===== src/rtl/gpio_pkg.sv =====
// Package with register map, reset values, pin bundles and bus request types of the parallel ports.
// Overview of operation
// - Outputs are latched, inputs are not; external sources hold input data until read.
// - A port read samples the live pin levels in the S1 state of the read; here only the pin registers do, and a port 1 read returns its latch.
// - A port write changes the driven output in the S2 state of the write.
// - Reset sets port 0 latch to all ones and drive select to all zeros.
// - Port 0 drive select 0 gives open-drain output, 1 gives push-pull output.
// - Port 0 latch register reads the latch; the pin register reads live pin levels.
// - Port 1 is three bits with direction; reset clears direction and latch to 0.
// - Port 1 bit 1 raises its interrupt request on either edge, even as output.
// - Port 1 bit 0 is port or interrupt input by select bit; port after reset.
// - Reset sets port 2 latch to ones; software keeps it 1 for inputs.
// - Port 2 bits 1 and 2 are resonator pins in dual-clock mode, else plain I/O.
// - Port 2 bit 0 raises its interrupt request on a falling edge, even as output.
// - Port 2 has a latch register and a separate live pin register.
// - Port 2 register bits 7 to 3 are undefined on read; this block returns zero.
// - In STOP mode port 2 bit 0 floats regardless of its output enable.
// - Interrupt 0 select 0 gives port operation on port 1 bit 0, 1 gives interrupt.
package gpio_pkg;

  // ==========================================================================
  // Register map
  localparam logic [5:0] PORT0_OUTPUT_LATCH_ADDR = 6'h00;
  localparam logic [5:0] PORT1_OUTPUT_LATCH_ADDR = 6'h01;
  localparam logic [5:0] PORT2_OUTPUT_LATCH_ADDR = 6'h02;
  localparam logic [5:0] PORT1_DIRECTION_ADDR    = 6'h09;
  localparam logic [5:0] PORT0_DRIVE_SELECT_ADDR = 6'h0b;
  localparam logic [5:0] PORT0_PIN_LEVEL_ADDR    = 6'h0c;
  localparam logic [5:0] PORT2_PIN_LEVEL_ADDR    = 6'h0d;

  // ==========================================================================
  // Port widths and reset values
  localparam int         PORT0_WIDTH = 8;
  localparam int         PORT1_WIDTH = 3;
  localparam int         PORT2_WIDTH = 3;

  localparam logic [7:0] PORT0_LATCH_RESET     = 8'hff;
  localparam logic [7:0] PORT0_DRIVE_SEL_RESET = 8'h00;
  localparam logic [2:0] PORT1_LATCH_RESET     = 3'h0;
  localparam logic [2:0] PORT1_DIR_RESET       = 3'h0;
  localparam logic [2:0] PORT2_LATCH_RESET     = 3'h7;
  localparam logic [7:0] READ_ZERO             = 8'h00;

  // ==========================================================================
  // Field positions
  localparam int PORT1_IRQ0_BIT      = 0;
  localparam int PORT1_IRQ1_BIT      = 1;
  localparam int PORT2_IRQ_BIT       = 0;
  localparam int PORT2_RES_IN_BIT    = 1;
  localparam int PORT2_RES_OUT_BIT   = 2;

  // ==========================================================================
  // Carriers
  typedef struct packed {
    logic       rd_s1;
    logic       wr_s2;
    logic [5:0] addr;
    logic [7:0] wdata;
  } sfr_req_type;

  typedef struct packed {
    logic [7:0] out;
    logic [7:0] oe;
  } port0_drive_type;

  typedef struct packed {
    logic [2:0] out;
    logic [2:0] oe;
  } port3_drive_type;

endpackage


===== src/rtl/parallel_io_ports.sv =====
// Parallel I/O ports 0 to 2: latches, direction and drive control, pin reads and edge requests.
`timescale 1ns/1ps
module parallel_io_ports (
  // Clock and reset
  input  wire logic                      ref_clk,
  input  wire logic                      srst,
  // CPU special-function access
  input  wire gpio_pkg::sfr_req_type     sfr_req,
  output logic [7:0]                     sfr_rdata,
  output logic                           sfr_rvalid,
  output logic                           sfr_hit,
  // Mode inputs from system control
  input  wire logic                      ext_irq0_pin_select,
  input  wire logic                      dual_clock_mode,
  input  wire logic                      stop_mode,
  // Port 0 pins
  input  wire logic [7:0]                port0_pin_in,
  output gpio_pkg::port0_drive_type      port0_pin,
  // Port 1 pins
  input  wire logic [2:0]                port1_pin_in,
  output gpio_pkg::port3_drive_type      port1_pin,
  // Port 2 pins
  input  wire logic [2:0]                port2_pin_in,
  output gpio_pkg::port3_drive_type      port2_pin,
  // Low-frequency resonator connection
  input  wire logic                      slow_resonator_out,
  output logic                           slow_resonator_in,
  // Interrupt requests to the interrupt controller
  output logic                           ext_irq0_req,
  output logic                           port1_bit1_irq_req,
  output logic                           port2_bit0_irq_req
);

  // ==========================================================================
  // Register state
  logic [7:0] port0_output_latch_q;
  logic [7:0] port0_output_latch_d;
  logic [7:0] port0_drive_select_q;
  logic [7:0] port0_drive_select_d;
  logic [2:0] port1_output_latch_q;
  logic [2:0] port1_output_latch_d;
  logic [2:0] port1_direction_q;
  logic [2:0] port1_direction_d;
  logic [2:0] port2_output_latch_q;
  logic [2:0] port2_output_latch_d;

  logic [7:0] rdata_q;
  logic [7:0] rdata_d;
  logic       rvalid_q;
  logic       rvalid_d;

  logic       addr_mapped;
  logic       addr_writable;

  // ==========================================================================
  // Address decode
  // Reserved and foreign addresses are simply not claimed; the hit flag lets
  // the surrounding register mux pick another block's answer.
  always_comb begin
    addr_mapped   = 1'b0;
    addr_writable = 1'b0;
    unique case (sfr_req.addr)
      gpio_pkg::PORT0_OUTPUT_LATCH_ADDR,
      gpio_pkg::PORT1_OUTPUT_LATCH_ADDR,
      gpio_pkg::PORT2_OUTPUT_LATCH_ADDR,
      gpio_pkg::PORT1_DIRECTION_ADDR,
      gpio_pkg::PORT0_DRIVE_SELECT_ADDR: begin
        addr_mapped   = 1'b1;
        addr_writable = 1'b1;
      end
      gpio_pkg::PORT0_PIN_LEVEL_ADDR,
      gpio_pkg::PORT2_PIN_LEVEL_ADDR: begin
        addr_mapped   = 1'b1;
      end
      default: begin
        addr_mapped   = 1'b0;
      end
    endcase
  end

  assign sfr_hit = addr_mapped && (sfr_req.rd_s1 || sfr_req.wr_s2);

  // ==========================================================================
  // Output latches and control registers
  // The write strobe marks the S2 state of the write cycle; the latch takes
  // the new value on that edge, and the pins follow it on that same edge.
  always_comb begin
    port0_output_latch_d = port0_output_latch_q;
    port0_drive_select_d = port0_drive_select_q;
    port1_output_latch_d = port1_output_latch_q;
    port1_direction_d    = port1_direction_q;
    port2_output_latch_d = port2_output_latch_q;
    if (sfr_req.wr_s2 && addr_writable) begin
      unique case (sfr_req.addr)
        gpio_pkg::PORT0_OUTPUT_LATCH_ADDR: begin
          port0_output_latch_d = sfr_req.wdata;
        end
        gpio_pkg::PORT1_OUTPUT_LATCH_ADDR: begin
          port1_output_latch_d = sfr_req.wdata[2:0];
        end
        gpio_pkg::PORT2_OUTPUT_LATCH_ADDR: begin
          port2_output_latch_d = sfr_req.wdata[2:0];
        end
        gpio_pkg::PORT1_DIRECTION_ADDR: begin
          port1_direction_d = sfr_req.wdata[2:0];
        end
        gpio_pkg::PORT0_DRIVE_SELECT_ADDR: begin
          port0_drive_select_d = sfr_req.wdata;
        end
        default: begin
          port0_output_latch_d = port0_output_latch_q;
        end
      endcase
    end
  end

  always_ff @(posedge ref_clk) begin
    if (srst) begin
      port0_output_latch_q <= gpio_pkg::PORT0_LATCH_RESET;
      port0_drive_select_q <= gpio_pkg::PORT0_DRIVE_SEL_RESET;
      port1_output_latch_q <= gpio_pkg::PORT1_LATCH_RESET;
      port1_direction_q    <= gpio_pkg::PORT1_DIR_RESET;
      port2_output_latch_q <= gpio_pkg::PORT2_LATCH_RESET;
    end else begin
      port0_output_latch_q <= port0_output_latch_d;
      port0_drive_select_q <= port0_drive_select_d;
      port1_output_latch_q <= port1_output_latch_d;
      port1_direction_q    <= port1_direction_d;
      port2_output_latch_q <= port2_output_latch_d;
    end
  end

  // ==========================================================================
  // Read path
  // Pins are not latched: the read strobe marks S1 of the read cycle, and the
  // live level present on that edge is what software sees.
  // The unused upper bits of the 3-bit ports read as zero. A fixed value is
  // easier to test than whatever the bus would otherwise float to.
  always_comb begin
    rdata_d  = rdata_q;
    rvalid_d = sfr_req.rd_s1;
    if (sfr_req.rd_s1) begin
      rdata_d = gpio_pkg::READ_ZERO;
      unique case (sfr_req.addr)
        gpio_pkg::PORT0_OUTPUT_LATCH_ADDR: begin
          rdata_d = port0_output_latch_q;
        end
        gpio_pkg::PORT1_OUTPUT_LATCH_ADDR: begin
          rdata_d = {5'h00, port1_output_latch_q};
        end
        gpio_pkg::PORT2_OUTPUT_LATCH_ADDR: begin
          rdata_d = {5'h00, port2_output_latch_q};
        end
        gpio_pkg::PORT1_DIRECTION_ADDR: begin
          rdata_d = {5'h00, port1_direction_q};
        end
        gpio_pkg::PORT0_DRIVE_SELECT_ADDR: begin
          rdata_d = port0_drive_select_q;
        end
        gpio_pkg::PORT0_PIN_LEVEL_ADDR: begin
          rdata_d = port0_pin_in;
        end
        gpio_pkg::PORT2_PIN_LEVEL_ADDR: begin
          rdata_d = {5'h00, port2_pin_in};
        end
        default: begin
          rdata_d = gpio_pkg::READ_ZERO;
        end
      endcase
    end
  end

  always_ff @(posedge ref_clk) begin
    if (srst) begin
      rdata_q  <= gpio_pkg::READ_ZERO;
      rvalid_q <= 1'b0;
    end else begin
      rdata_q  <= rdata_d;
      rvalid_q <= rvalid_d;
    end
  end

  assign sfr_rdata  = rdata_q;
  assign sfr_rvalid = rvalid_q;

  // ==========================================================================
  // Port 0 output stage
  // Open-drain bits only ever pull low; a latch bit of 1 releases the pin so
  // an external driver or pull-up decides the level.
  generate
    for (genvar b = 0; b < gpio_pkg::PORT0_WIDTH; b++) begin : g_port0
      always_comb begin
        if (port0_drive_select_q[b]) begin
          port0_pin.out[b] = port0_output_latch_q[b];
          port0_pin.oe[b]  = 1'b1;
        end else begin
          port0_pin.out[b] = 1'b0;
          port0_pin.oe[b]  = !port0_output_latch_q[b];
        end
      end
    end
  endgenerate

  // ==========================================================================
  // Port 1 output stage
  // With the interrupt 0 select set, bit 0 becomes an interrupt input and is
  // never driven, even if its direction bit was left at 1.
  generate
    for (genvar b = 0; b < gpio_pkg::PORT1_WIDTH; b++) begin : g_port1
      always_comb begin
        port1_pin.out[b] = port1_output_latch_q[b];
        port1_pin.oe[b]  = port1_direction_q[b];
        if ((b == gpio_pkg::PORT1_IRQ0_BIT) && ext_irq0_pin_select) begin
          port1_pin.oe[b] = 1'b0;
        end
      end
    end
  endgenerate

  // ==========================================================================
  // Port 2 output stage
  // Port 2 drives low only, released by a latch bit of 1. In dual-clock mode
  // bits 1 and 2 belong to the resonator; the oscillator amplifier output is
  // passed onto bit 2 and bit 1 is left undriven as the resonator input.
  generate
    for (genvar b = 0; b < gpio_pkg::PORT2_WIDTH; b++) begin : g_port2
      always_comb begin
        port2_pin.out[b] = 1'b0;
        port2_pin.oe[b]  = !port2_output_latch_q[b];
        if (dual_clock_mode && (b == gpio_pkg::PORT2_RES_OUT_BIT)) begin
          port2_pin.out[b] = slow_resonator_out;
          port2_pin.oe[b]  = 1'b1;
        end else if (dual_clock_mode && (b == gpio_pkg::PORT2_RES_IN_BIT)) begin
          port2_pin.oe[b] = 1'b0;
        end else if (stop_mode && (b == gpio_pkg::PORT2_IRQ_BIT)) begin
          port2_pin.oe[b] = 1'b0;
        end
      end
    end
  endgenerate

  assign slow_resonator_in = dual_clock_mode && port2_pin_in[gpio_pkg::PORT2_RES_IN_BIT];

  // ==========================================================================
  // Edge requests
  // Edges are taken from the pin input, not from the latch, so a pin that the
  // port itself drives still raises its request when the level changes.
  // The flip side is that rewriting the latch or direction of such a pin can
  // raise a request of its own, so software masks the request around the change.
  logic irq0_fall;
  logic p11_rise;
  logic p11_fall;
  logic p20_fall;

  pin_edge_detect u_edge_p10 (
    .ref_clk (ref_clk),
    .srst    (srst),
    .level   (port1_pin_in[gpio_pkg::PORT1_IRQ0_BIT]),
    .rise    (),
    .fall    (irq0_fall)
  );

  pin_edge_detect u_edge_p11 (
    .ref_clk (ref_clk),
    .srst    (srst),
    .level   (port1_pin_in[gpio_pkg::PORT1_IRQ1_BIT]),
    .rise    (p11_rise),
    .fall    (p11_fall)
  );

  pin_edge_detect u_edge_p20 (
    .ref_clk (ref_clk),
    .srst    (srst),
    .level   (port2_pin_in[gpio_pkg::PORT2_IRQ_BIT]),
    .rise    (),
    .fall    (p20_fall)
  );

  assign ext_irq0_req       = irq0_fall && ext_irq0_pin_select;
  assign port1_bit1_irq_req = p11_rise || p11_fall;
  assign port2_bit0_irq_req = p20_fall;

endmodule


===== src/rtl/pin_edge_detect.sv =====
// Single-pin edge detector producing registered rise and fall pulses.
`timescale 1ns/1ps
module pin_edge_detect (
  // Clock and reset
  input  wire logic ref_clk,
  input  wire logic srst,
  // Pin level
  input  wire logic level,
  // Edge pulses
  output logic      rise,
  output logic      fall
);

  logic prev_q;
  logic prev_d;
  logic rise_q;
  logic rise_d;
  logic fall_q;
  logic fall_d;
  logic armed_q;
  logic armed_d;

  // ==========================================================================
  // Edge history
  // The first sample after reset only arms the detector, so a pin that sits
  // high out of reset does not look like a rising edge.
  always_comb begin
    prev_d  = level;
    armed_d = 1'b1;
    rise_d  = armed_q && !prev_q && level;
    fall_d  = armed_q && prev_q && !level;
  end

  always_ff @(posedge ref_clk) begin
    if (srst) begin
      prev_q  <= 1'b0;
      armed_q <= 1'b0;
      rise_q  <= 1'b0;
      fall_q  <= 1'b0;
    end else begin
      prev_q  <= prev_d;
      armed_q <= armed_d;
      rise_q  <= rise_d;
      fall_q  <= fall_d;
    end
  end

  assign rise = rise_q;
  assign fall = fall_q;

endmodule


===== config.mk =====
export PLATFORM = sky130hd
export DESIGN_NAME = parallel_io_ports
export DESIGN_NICKNAME = d
export VERILOG_FILES = /design/src/rtl/gpio_pkg.sv /design/src/rtl/parallel_io_ports.sv /design/src/rtl/pin_edge_detect.sv
export SDC_FILE = /design/constraint.sdc
export NUM_CORES = 1
export LEC_CHECK = 0
export ABC_AREA = 1
export BUFFER_PORTS_ARGS = -buffer_cell sky130_fd_sc_hd__buf_4
export CELL_PAD_IN_SITES_DETAIL_PLACEMENT = 1
export CELL_PAD_IN_SITES_GLOBAL_PLACEMENT = 1
export CORE_AREA = 2 2 99 77
export CTS_CLUSTER_SIZE = 14
export DETAILED_ROUTE_END_ITERATION = 16
export DIE_AREA = 0 0 101 79
export PLACE_DENSITY = 0.72
export SETUP_SLACK_MARGIN = 0.4
export SLEW_MARGIN = 15
export SYNTH_ARGS = -nofsm -noshare
export SYNTH_HDL_FRONTEND = slang
export SYNTH_SLANG_ARGS = --single-unit

===== constraint.sdc =====
create_clock -name ref_clk -period 2.2 [get_ports ref_clk]
set_input_delay 0.44 -clock ref_clk [delete_from_list [all_inputs] [get_ports ref_clk]]
set_output_delay 0.44 -clock ref_clk [all_outputs]
set_load 0.02 [all_outputs]

Word-level counts from Yosys, hierarchy flattened:

Index checks and enable logic that the tools add are counted.

* equality and inequality tests: 6
* reduce and logical (&&, ||, !) cells: 37
* muxes and demuxes: 25

Operators with widths (number)
* 8-bit case mux with 7 select lines: 1
* 6-bit by 4-bit == test with 1-bit output (second input constant): 4
* 1-bit two-way mux: 24
* 1-bit logical NOT: 15
* 1-bit logical AND: 12
* 2-bit AND reduction: 5
* 7-bit OR reduction: 1
* 6-bit by 1-bit == test with 1-bit output (second input constant): 1
* 6-bit by 2-bit == test with 1-bit output (second input constant): 1
* 6-bit logical NOT: 1
* 5-bit OR reduction: 1
* 1-bit logical OR: 2

* logic and storage cells: 83
* register bits: 42
* output and inout bits: 42

Logic depth before layout (Yosys ltp):

Gate-level depths: netlist (run 1).

* depth in word-level cells: 5
* mapped depth: 11
* mapped depth without buffers: 11

Hierarchy:

From an unflattened synthesis (run 1), not the netlist that was laid out.

* cells, all modules: 334
* area, all modules: 2279.7 sq um

By module, submodules not included
* parallel_io_ports: times used 1, area an instance 1904.3 sq um, cells each 292
* pin_edge_detect: times used 3, area an instance 125.1 sq um, cells each 14

Worst setup path after synthesis (run 1):

Ideal clock, no wire load.

* path kind: input port to output port
* start: input port sfr_req[13] (netlist bit)
* end: output port sfr_hit
* stages on the path: 9
* data required time: 1.760 ns
* path buffers: 0
* slack: 0.522 ns
* arrival time: 1.238 ns
* cell sequence: nor2_2 nand2_2 inv_2 nand2_1 nand2_2 inv_1 o21ai_0 o21ai_0 inv_1

* longest elaborated chain between the ends: 4

RTL lines
* start: declaration: line parallel_io_ports.sv:8 `input wire gpio_pkg::sfr_req_type sfr_req,`
* 6-bit by 4-bit == test with 1-bit output (tied with other cells): line parallel_io_ports.sv:62 `unique case (sfr_req.addr)`
* 7-bit OR reduction (no line) (*)
* 1-bit two-way mux (*): line parallel_io_ports.sv:62
* 1-bit logical AND (*): line parallel_io_ports.sv:81 `assign sfr_hit = addr_mapped && (sfr_req.rd_s1 || sfr_req.wr_s2);`
* end: declaration: line parallel_io_ports.sv:11 `output logic sfr_hit,`

Mark *: on every way between the ends. The rest lies on a longest branch, timed or not.

Worst setup path after layout (run 1):

* start: input port sfr_req[10] (netlist bit)
* end: output port sfr_hit

Same word-level chain as after synthesis.

==> results.yml, run 1 <==
synth:
  syn_area_per_cell_um2: 6.587
  synth_cells: 314
  synthMuxAreaShare: 0
  synthAdderAreaFrac: 0
  ys_ff_latch: 42
  synth_compound_area_frac: 0.09800
  yosysUniqueCellTypes: 25
  yosysWarnings: 0
  synth-xor-area-share: 0
  ys_seq_area_frac: 0.4065
  synthSimpleGateAreaFrac: 0.3823
  synth_top_family_by_area: "simple AND/OR/NAND/NOR gates"
  synth_area_um2: 2068
die:
  io_pins: 78
  start_util: 0.2915
  die_y_um: 79
  fp.dieArea_um2: 7979
  die_w_um: 101
  fp.coreArea_um2: 7094
  rows: 27
finish:
  layout_commonest_cell: "nand2_1"
  insertedDiodeCount: 0
  fill_cells: 920
  finalNetCount: 432
  final_cell_mix: "nand2_1, buf_4, nor2_1"
  area_growth_pct: 39.44
  instances_no_fill: 484
  drive_above_1_share: 0.2972
timing:
  max_freq_mhz: 577.3
  setup_viol: 0
  hold_viol_final: 0
  fin_skew_ns: 0.007186
  maxSlewViolCount: 0
  rsz0062_at_grt: "yes"
  worst_pin_slew_ns: 0.5595
  setup-tns-final_ns: 0
  period_share: 0.7874
  max-slew-margin-rel: 0.6239
  period_needed_ns: 1.732
setup_path:
  critPathRequiredTime_ns: 1.76
  cp_max_fo: 4
  ff2ff_setup_slack_ns: 1.23
  crit_arrival_ns: 1.29
  critPathLaunch: "sfr_req[10]"
  endpoint: "sfr_hit"
  rr_worst_depth: 6
  crit_type: "in2out"
  rr_endpoint: "sfr_rdata[1]"
  r2r-start: "port2_output_latch_q[1]"
  crit_path_start_kind: "input port"
  endpoint_kind: "output pin"
placement:
  gp_congestion: 0.7775
  dp_cells: 468
  dpl.hpwl_um: 5201
  portBuffers: 74
detailed_routing:
  drt_iter0_markers: 46
  wirelength_um: 6498
  drc_errors: 0
  dr.pass1.iters: 4
  wl_per_cell_um: 13.43
  postRouteAntennaNets: 0
  via_count: 2210
  vias_per_cell: 4.566
clocking:
  cts_buffers: 5
  clockBufferDepth: 2
  cts_hold_buf: 0
  clk_pin_slew_ns: 0.09
  ctsHtreeMaxLevel: 2
  clk_latency_ns: 0.29
  cts_tree: "built"
  cts_sinks: 42
  cts-root-buf: "clkbuf_8"
power:
  power_density_nw_per_um2: 510.5
  leakagePower_uw: 0.001556
  max-vdd-ir-drop_v: 0.0002225
worst_hold_path:
  hp-class: "in2reg"
run:
  maxCapViolCount: 0
grt:
  grt-ovfl-total: 0
  grt_first_pass_wirelength_um: 10860
  grt_pass1_vias: 2286
  grt_max_degree: 17
  gr-usage-all-layers: 0.1714
  antenna_found_initial: 0
run_status:
  outcome: "complete, no violations"
## timing repair
action / in CTS / in global routing
resized for setup: 5 / 6
endpoints found under the hold margin: 0 / 0
endpoints found under the setup margin: 1 / 1
setup buffers: 5 / 3
pin swaps: 5 / 5
## critical path: stages
cell and delay (ns):
buf_4 0.13, nor2_4 0.14, nand2_4 0.07, inv_2 0.07
nand2_2 0.05, nand2_2 0.06, inv_1 0.04, o21ai_1 0.05
o21ai_1 0.07, inv_1 0.06, buf_6 0.11
## worst min-delay path by stage
stage / slack [ns] / cells after the start / from / to
after floorplan: 0.40 / 1 / u_edge_p11.prev_q / u_edge_p11.rise
after global placement: 0.41 / 1 / u_edge_p11.prev_q / u_edge_p11.rise
after detailed placement: 0.42 / 1 / u_edge_p11.prev_q / u_edge_p11.rise
after CTS: 0.36 / 3 / sfr_req[4] / port0_output_latch_q[4]
after global routing: 0.37 / 3 / sfr_req[4] / port0_output_latch_q[4]
final: 0.36 / 3 / sfr_req[4] / port0_output_latch_q[4]
## cell usage after synthesis
cell | instances | share of area
nand2_1 | 84 | 0.15
nor2_1 | 46 | 0.083
dfxtp_1 | 42 | 0.41
inv_1 | 40 | 0.073
nand3_1 | 21 | 0.051
o21ai_0 | 18 | 0.044
a21oi_1 | 14 | 0.034
nand4_1 | 6 | 0.018
nor2_2 | 5 | 0.015
o211ai_1 | 5 | 0.018
buf_4 | 4 | 0.015
clkbuf_1 | 4 | 0.0073
nand2_2 | 4 | 0.012
nor2_4 | 4 | 0.022
or2_2 | 4 | 0.012
inv_2 | 3 | 0.0054
nor3_1 | 2 | 0.0048
buf_1 | 1 | 0.0018
buf_2 | 1 | 0.0024
buf_6 | 1 | 0.0054
clkinv_1 | 1 | 0.0018
conb_1 | 1 | 0.0018
nand2_4 | 1 | 0.0054
nor4_2 | 1 | 0.0060
o21ai_1 | 1 | 0.0024
## cell families after synthesis
kind of cell           after synthesis
other                                1
AND/OR/NAND/NOR                    178
buffers and inverters               55
AO/OA/AOI/OAI                       38
flip-flops                          42
## sequential cells by signal (all words and copies together), names as in the netlist, 3 cells and up
register and flops:
port0_drive_select_q 8, port0_output_latch_q 8, port1_direction_q 3, port1_output_latch_q 3
port2_output_latch_q 3, sfr_rdata 8
## where the power goes
group | internal [µW] | leakage [µW] | switching, µW
clock | 253 | 0.0000472 | 273
sequential | 768 | 0.000341 | 3.42
combinational | 78.4 | 0.00117 | 97.0
total | 1100 | 0.00156 | 373
## cell type report
class,instances,area (µm²),share of cell area
tap,87,108.9,0.03774
multi-input combinational,218,1021,0.3540
timing repair buffer,85,653.1,0.2265
clock inverter,2,12.51,0.004338
clock buffer,6,82.58,0.02863
sequential,42,840.8,0.2915
inverter,44,165.2,0.05727
## through the flow
stage | cell area (µm²) | hold slack, ns | power, µW | util | setup slack (ns)
3_5_place_dp | 2694 | 0.4169 | 951.6 | 0.3797 | 0.1842
4_1_cts | 2839 | 0.3611 | 1481 | 0.4002 | 0.4218
6_report | 2884 | 0.3632 | 1472 | 0.4065 | 0.4678
3_3_place_gp | 2694 | 0.4072 | 948.3 | 0.3797 | 0.2122
2_1_floorplan | 2072 | 0.4010 | 862.8 | - | 0.5223
5_1_grt | 2884 | 0.3721 | 1541 | 0.4065 | 0.3854
## per-layer routing
metal  track usage  vias to the layer above  share of wire
li1              -                     1134              -
met1        0.2365                     1026           0.49
met2        0.2713                       46           0.46
met3       0.03697                        4          0.048
met4       0.04595                        0         0.0091
met5             0                        -              0
Note: power is estimated with default switching activity, not from simulation.
==> run 2: changes to the inputs <==
==> constraint.sdc (replaced) <==
create_clock -name ref_clk -period 1.6 [get_ports ref_clk]
set_input_delay 0.32 -clock ref_clk [delete_from_list [all_inputs] [get_ports ref_clk]]
set_output_delay 0.32 -clock ref_clk [all_outputs]
set_load 0.02 [all_outputs]
==> run 2 against run 1 <==
  * Sequential cell count unchanged
  * Final area up 22%
  * Clock-buffer cell count down 1
  * Sequential share of layout area down 3.9 points
  * Final cell count up 8.7%
  * Critical path type unchanged
  * Combinational power up 71%
  * Clock power up 32%
==> results.yml, run 2 (same netlist as run 1, synthesis figures left out) <==
power:
  leakagePower_uw: 0.001776
  power_density_nw_per_um2: 581.3
  max-vdd-ir-drop_v: 0.0002666
detailed_routing:
  drc_errors: 0
  wl_per_cell_um: 16.13
  vias_per_cell: 4.781
  wirelength_um: 8486
  dr.pass1.iters: 4
  drt_iter0_markers: 133
  via_count: 2515
  postRouteAntennaNets: 0
finish:
  insertedDiodeCount: 0
  fill_cells: 898
  finalNetCount: 474
  final_cell_area_um2: 3513
  utilization: 0.4952
  drive_above_1_share: 0.5330
  layout_commonest_cell: "buf_4"
  final_cell_mix: "buf_4, nand2_1, nor2_1"
  area_growth_pct: 69.87
setup_path:
  crit_type: "in2out"
  crit_family: "buffers and inverters"
  cp.buffers_inverters: 5
  cp_slowest_cell: "buf_8"
  critPathRequiredTime_ns: 1.28
  crit_path_max_incr_delay_ns: 0.11
  crit_path_start_kind: "input port"
  crit_arrival_ns: 1.20
  cp_max_fo: 3
  endpoint_kind: "output pin"
  worstPathCellList: "buf_8, nor2_4, nand2_2, inv_2, nand2_2, nand2_2, inv_2, o21ai_2, o21ai_2, inv_2, buf_6"
clocking:
  cts_tree: "built"
  cts_hold_buf: 0
  cts_buffers: 5
  cts-root-buf: "clkbuf_8"
  clockBufferDepth: 2
  cts_sinks: 42
  clk_latency_ns: 0.30
  clk_pin_slew_ns: 0.09
  ctsHtreeMaxLevel: 2
run_status:
  outcome: "complete, no violations"
grt:
  grt_pass1_vias: 2526
  grt_max_degree: 16
  antenna_found_initial: 0
  gr-usage-all-layers: 0.1993
  grt_first_pass_wirelength_um: 12410
  grt-ovfl-total: 0
timing:
  period_share: 0.9521
  setup-tns-final_ns: 0
  hold_viol_final: 0
  fin_skew_ns: 0.007649
  max_freq_mhz: 656.4
  maxSlewViolCount: 0
  setup_viol: 0
  worst_slack_ns: 0.07656
  period_needed_ns: 1.523
  rsz0062_at_grt: "yes"
die:
  io_pins: 78
  die_w_um: 101
  fp.dieArea_um2: 7979
  die_y_um: 79
  start_util: 0.2915
  fp.coreArea_um2: 7094
  rows: 27
placement:
  portBuffers: 74
  placed_cell_area_um2: 2811
  gp_congestion: 0.8864
  dpl.hpwl_um: 5247
  place_ws_ns: -0.001483
worst_hold_path:
  hp-class: "in2reg"
run:
  maxCapViolCount: 0
[run 2: changes by cell type in the layout (fill, tap and decap cells not counted), sizes merged]
cell / before / now
buf: 85 / 127
clkbuf: 6 / 5
clkinv: 2 / 3
[run 2: path summary, 6_finish.rpt]
check | slack, ns | startpoint | to | depth (start not counted)
setup / recovery | 0.08 | sfr_req[10] | sfr_hit | 11
hold / removal | 0.24 | sfr_req[3] | port0_output_latch_q[3] | 3
setup reg to reg | 0.44 | port0_drive_select_q[3] | sfr_rdata[3] | 6
hold reg to reg | 0.43 | u_edge_p11.prev_q | u_edge_p11.rise | 1
[run 2: report_power, final]
part,internal (µW),switching (µW),total (µW)
clock network,307,390,696
registers,1040,4.69,1050
logic,137,162,299
total,1490,556,2040
[run 2: layout make-up]
| cell class | count | area, µm² | share of cell area |
|---|---|---|---|
| Tap cell | 87 | 108.9 | 0.03098 |
| Clock inverter | 3 | 21.27 | 0.006054 |
| Multi-Input combinational cell | 218 | 1165 | 0.3316 |
| Clock buffer | 5 | 68.82 | 0.01959 |
| Timing Repair Buffer | 127 | 1085 | 0.3088 |
| Inverter | 44 | 177.7 | 0.05057 |
| Sequential cell | 42 | 887.1 | 0.2525 |
[run 2: metrics by stage]
stage	instances	hold WS (ns)	power (µW)
CTS	520	0.2266	2061
floorplan	315	0.4010	1189
global route	526	0.2490	2133
global placement	481	0.4058	1323
detailed placement	481	0.4203	1328
finish	526	0.2370	2042
[run 2: timing repair]
action,in CTS,in global routing
buffers inserted,31,6
resized for setup,81,51
pin swaps,16,25
endpoints found under the setup margin,33,57
hold endpoints to repair,0,0
[run 2: routing by layer]
layer	track usage	share of wire	routed length, µm
met1	0.2697	0.46	3897
met2	0.3233	0.48	4085
met3	0.03521	0.039	332
met4	0.06216	0.020	171
met5	0	0	0
[run 2: worst register-to-register path, cell delays in order (launching register included)]
cell	delay (ns)
dfxtp_4	0.39
inv_4	0.05
buf_4	0.12
buf_4	0.13
o211ai_1	0.18
nand2_1	0.10
a21oi_2	0.12
==> run 3: changes to the inputs <==
--- a/config.mk
+++ b/config.mk
@@ -5,15 +5,14 @@
 export SDC_FILE = /design/constraint.sdc
 export NUM_CORES = 1
 export LEC_CHECK = 0
-export ABC_AREA = 1
 export BUFFER_PORTS_ARGS = -buffer_cell sky130_fd_sc_hd__buf_4
 export CELL_PAD_IN_SITES_DETAIL_PLACEMENT = 1
 export CELL_PAD_IN_SITES_GLOBAL_PLACEMENT = 1
-export CORE_AREA = 2 2 99 77
+export CORE_AREA = 2 2 98 77
 export CTS_CLUSTER_SIZE = 14
 export DETAILED_ROUTE_END_ITERATION = 16
-export DIE_AREA = 0 0 101 79
-export PLACE_DENSITY = 0.72
+export DIE_AREA = 0 0 100 79
+export PLACE_DENSITY = 0.68
 export SETUP_SLACK_MARGIN = 0.4
 export SLEW_MARGIN = 15
 export SYNTH_ARGS = -nofsm -noshare
==> run 3 against run 2 <==
  * The flow now finishes with violations (setup timing)
  * Final area increased by 6.8%
  * Power is 4.4% higher
  * Largest power group unchanged
  * Wire length down 2.1%
  * Highest routed layer unchanged
  * Synthesized cell count down 28%
  * Clock power up 2%
  * Global-route usage is 2.0 points lower
==> results.yml, run 3 <==
run_status:
  outcome: "finished, violations left"
  failed_checks: "setup timing"
detailed_routing:
  via_count: 2170
  drc_errors: 0
  vias_per_cell: 5.082
  postRouteAntennaNets: 0
  drt_iter0_markers: 84
  dr.pass1.iters: 4
  wirelength_um: 8310
  wl_per_cell_um: 19.46
clocking:
  cts_sinks: 42
  cts-root-buf: "clkbuf_8"
  ctsHtreeMaxLevel: 2
  cts_buffers: 5
  cts_hold_buf: 0
  cts_tree: "built"
  clk_pin_slew_ns: 0.08
  clk_latency_ns: 0.29
  clockBufferDepth: 2
synth:
  ys_ff_latch: 42
  yosysTopAreaCellShare: 0.4143
  ys_seq_area_frac: 0.4143
  synth_area_um2: 2029
  synth_top_family_by_area: "simple AND/OR/NAND/NOR gates"
  ys_top_cells_by_count: "dfxtp_1, mux2i_1, nand2_1"
  synth_ff_type: "dfxtp_1"
  ys_top_cells_by_area: "dfxtp_1, mux2i_1, nand2_1, and2_1, nor2_1"
  synth.most_common_cell: "dfxtp_1"
  synthArstFlopShare: 0
  yosysUniqueCellTypes: 41
  syn_area_per_cell_um2: 8.940
  synth_cells: 227
  post-synth-top-area-cell: "dfxtp_1"
  synth_edf_count: 0
  synth_compound_area_frac: 0.1153
  yosysWarnings: 0
  synth-xor-area-share: 0
  synthSimpleGateAreaFrac: 0.2978
  synthAdderAreaFrac: 0
  synthMuxAreaShare: 0.1134
die:
  fp.coreArea_um2: 7027
  fp.dieArea_um2: 7900
  die_y_um: 79
  rows: 27
  die_w_um: 100
  io_pins: 78
  start_util: 0.2888
grt:
  grt_max_degree: 22
  grt_first_pass_wirelength_um: 10980
  antenna_found_initial: 0
  grt_pass1_vias: 2130
  gr-usage-all-layers: 0.1790
  grt-ovfl-total: 0
timing:
  worst_slack_ns: -0.02853
  hold_viol_final: 0
  setup-tns-final_ns: -0.03737
  maxSlewViolCount: 0
  rsz0062_at_grt: "yes"
  fin_skew_ns: 0.003498
  max_freq_mhz: 614.1
  period_needed_ns: 1.629
  setup_viol: 2
  period_share: 1.018
power:
  switching_share: 0.2660
  clkPwrFrac: 0.333
  seq_power_share: 0.489
  power_density_nw_per_um2: 568.6
  max-vdd-ir-drop_v: 0.0002837
  comb_power_share: 0.178
  intPower_uw: 1566
  power.switching_uw: 567.2
  leakagePower_uw: 0.001521
setup_path:
  critPathRequiredTime_ns: 1.77
  cp_max_fo: 4
  crit_path_start_kind: "input port"
  r2r-start: "port0_output_latch_q[0]"
  crit_arrival_ns: 1.80
  ff2ff_setup_slack_ns: 0.24
  rr_endpoint: "sfr_rdata[0]"
  crit_type: "in2reg"
  rr_worst_depth: 5
  endpoint_kind: "register"
run:
  maxCapViolCount: 0
placement:
  portBuffers: 74
  dpl.hpwl_um: 5095
  gp_congestion: 0.7418
  dp_cells: 395
  placed_cell_area_um2: 2821
finish:
  layout_commonest_cell: "buf_4"
  finalNetCount: 375
  drive_above_1_share: 0.6441
  final-seq-area_um2: 900.9
  instances_no_fill: 427
  final_cell_area_um2: 3751
  final_cell_mix: "buf_4, buf_6, mux2i_1"
  multi_input_area_um2: 1543
  fill_cells: 765
  area_growth_pct: 84.83
  insertedDiodeCount: 0
worst_hold_path:
  min_from: "port1_pin_in[1]"
  holdPathEnd: "u_edge_p11.fall"
  hp-class: "in2reg"
  hold_depth: 2
-- run 3: changes by cell type after synthesis, sizes merged, moves of 12 or more --
| cell | previous run | this run |
|---|---|---|
| inv | 43 | 3 |
| nand2 | 89 | 22 |
| nand3 | 21 | 6 |
| nor2 | 55 | 18 |
| mux2i | 0 | 23 |
| and2 | 0 | 12 |
-- run 3: metrics by stage --
step	hold slack (ns)	utilization	worst slack (ns)	power, µW
3_3_place_gp	0.3936	0.4015	-0.2164	1360
2_1_floorplan	0.3881	-	-0.1143	1215
6_report	0.1905	0.5338	-0.02853	2133
5_1_grt	0.1920	0.5338	-0.05967	2211
4_1_cts	0.1817	0.4731	0.05455	2093
3_5_place_dp	0.4096	0.4015	-0.2218	1365
-- run 3: critical path, cell delays in order --
cell     delay [ns]
buf_6          0.10
buf_6          0.12
buf_4          0.13
buf_6          0.11
or3_4          0.42
nor3_4         0.24
mux2i_1        0.28
nor2_1         0.07
-- run 3: routing by layer --
metal,share of wire,global-route usage
met3,0.042,0.03785
met4,0.012,0.04110
met5,0,0
met2,0.49,0.2750
met1,0.45,0.2575
-- run 3: worst max path at each step --
stage | start | to
after global routing | sfr_req[10] | sfr_hit
after floorplan | sfr_req[11] | port0_output_latch_q[0]
final | sfr_req[10] | port1_direction_q[0]
after CTS | sfr_req[13] | sfr_hit
after global placement | sfr_req[10] | port0_output_latch_q[6]
after detailed placement | sfr_req[10] | port0_output_latch_q[0]
-- run 3: what timing repair did --
| action | in CTS | in global routing |
|---|---|---|
| endpoints found under the setup margin | 54 | 56 |
| endpoints found under the hold margin | 0 | 0 |
| pin swaps | 14 | 25 |
| gates cloned | 0 | 1 |
| buffers inserted | 18 | 5 |
| gates resized for setup | 80 | 76 |
-- run 3: cell type report --
| type | count | area share |
|---|---|---|
| Clock inverter | 1 | 0.001334 |
| Multi-Input combinational cell | 166 | 0.4113 |
| Inverter | 3 | 0.003002 |
| Timing Repair Buffer | 121 | 0.2922 |
| Tap cell | 87 | 0.02902 |
| Sequential cell | 42 | 0.2402 |
| Clock buffer | 7 | 0.02302 |
-- run 3: power groups by stage --
stage / logic (µW) / clock network [µW] / registers (µW)
finish: 379 / 711 / 1040
global route: 402 / 764 / 1040
CTS: 315 / 721 / 1060
detailed placement: 279 / 0 / 1090
global placement: 275 / 0 / 1090
floorplan: 128 / 0 / 1090
-- run 3: kinds of logic (layout without fill, tap and decap cells) --
family | after synthesis | in the layout
and+or+nand+nor | 106 | 106
muxes | 23 | 23
other | 1 | 2
buffers and inverters | 20 | 132
AOI/OAI and AO/OA | 35 | 35
DFF | 42 | 42
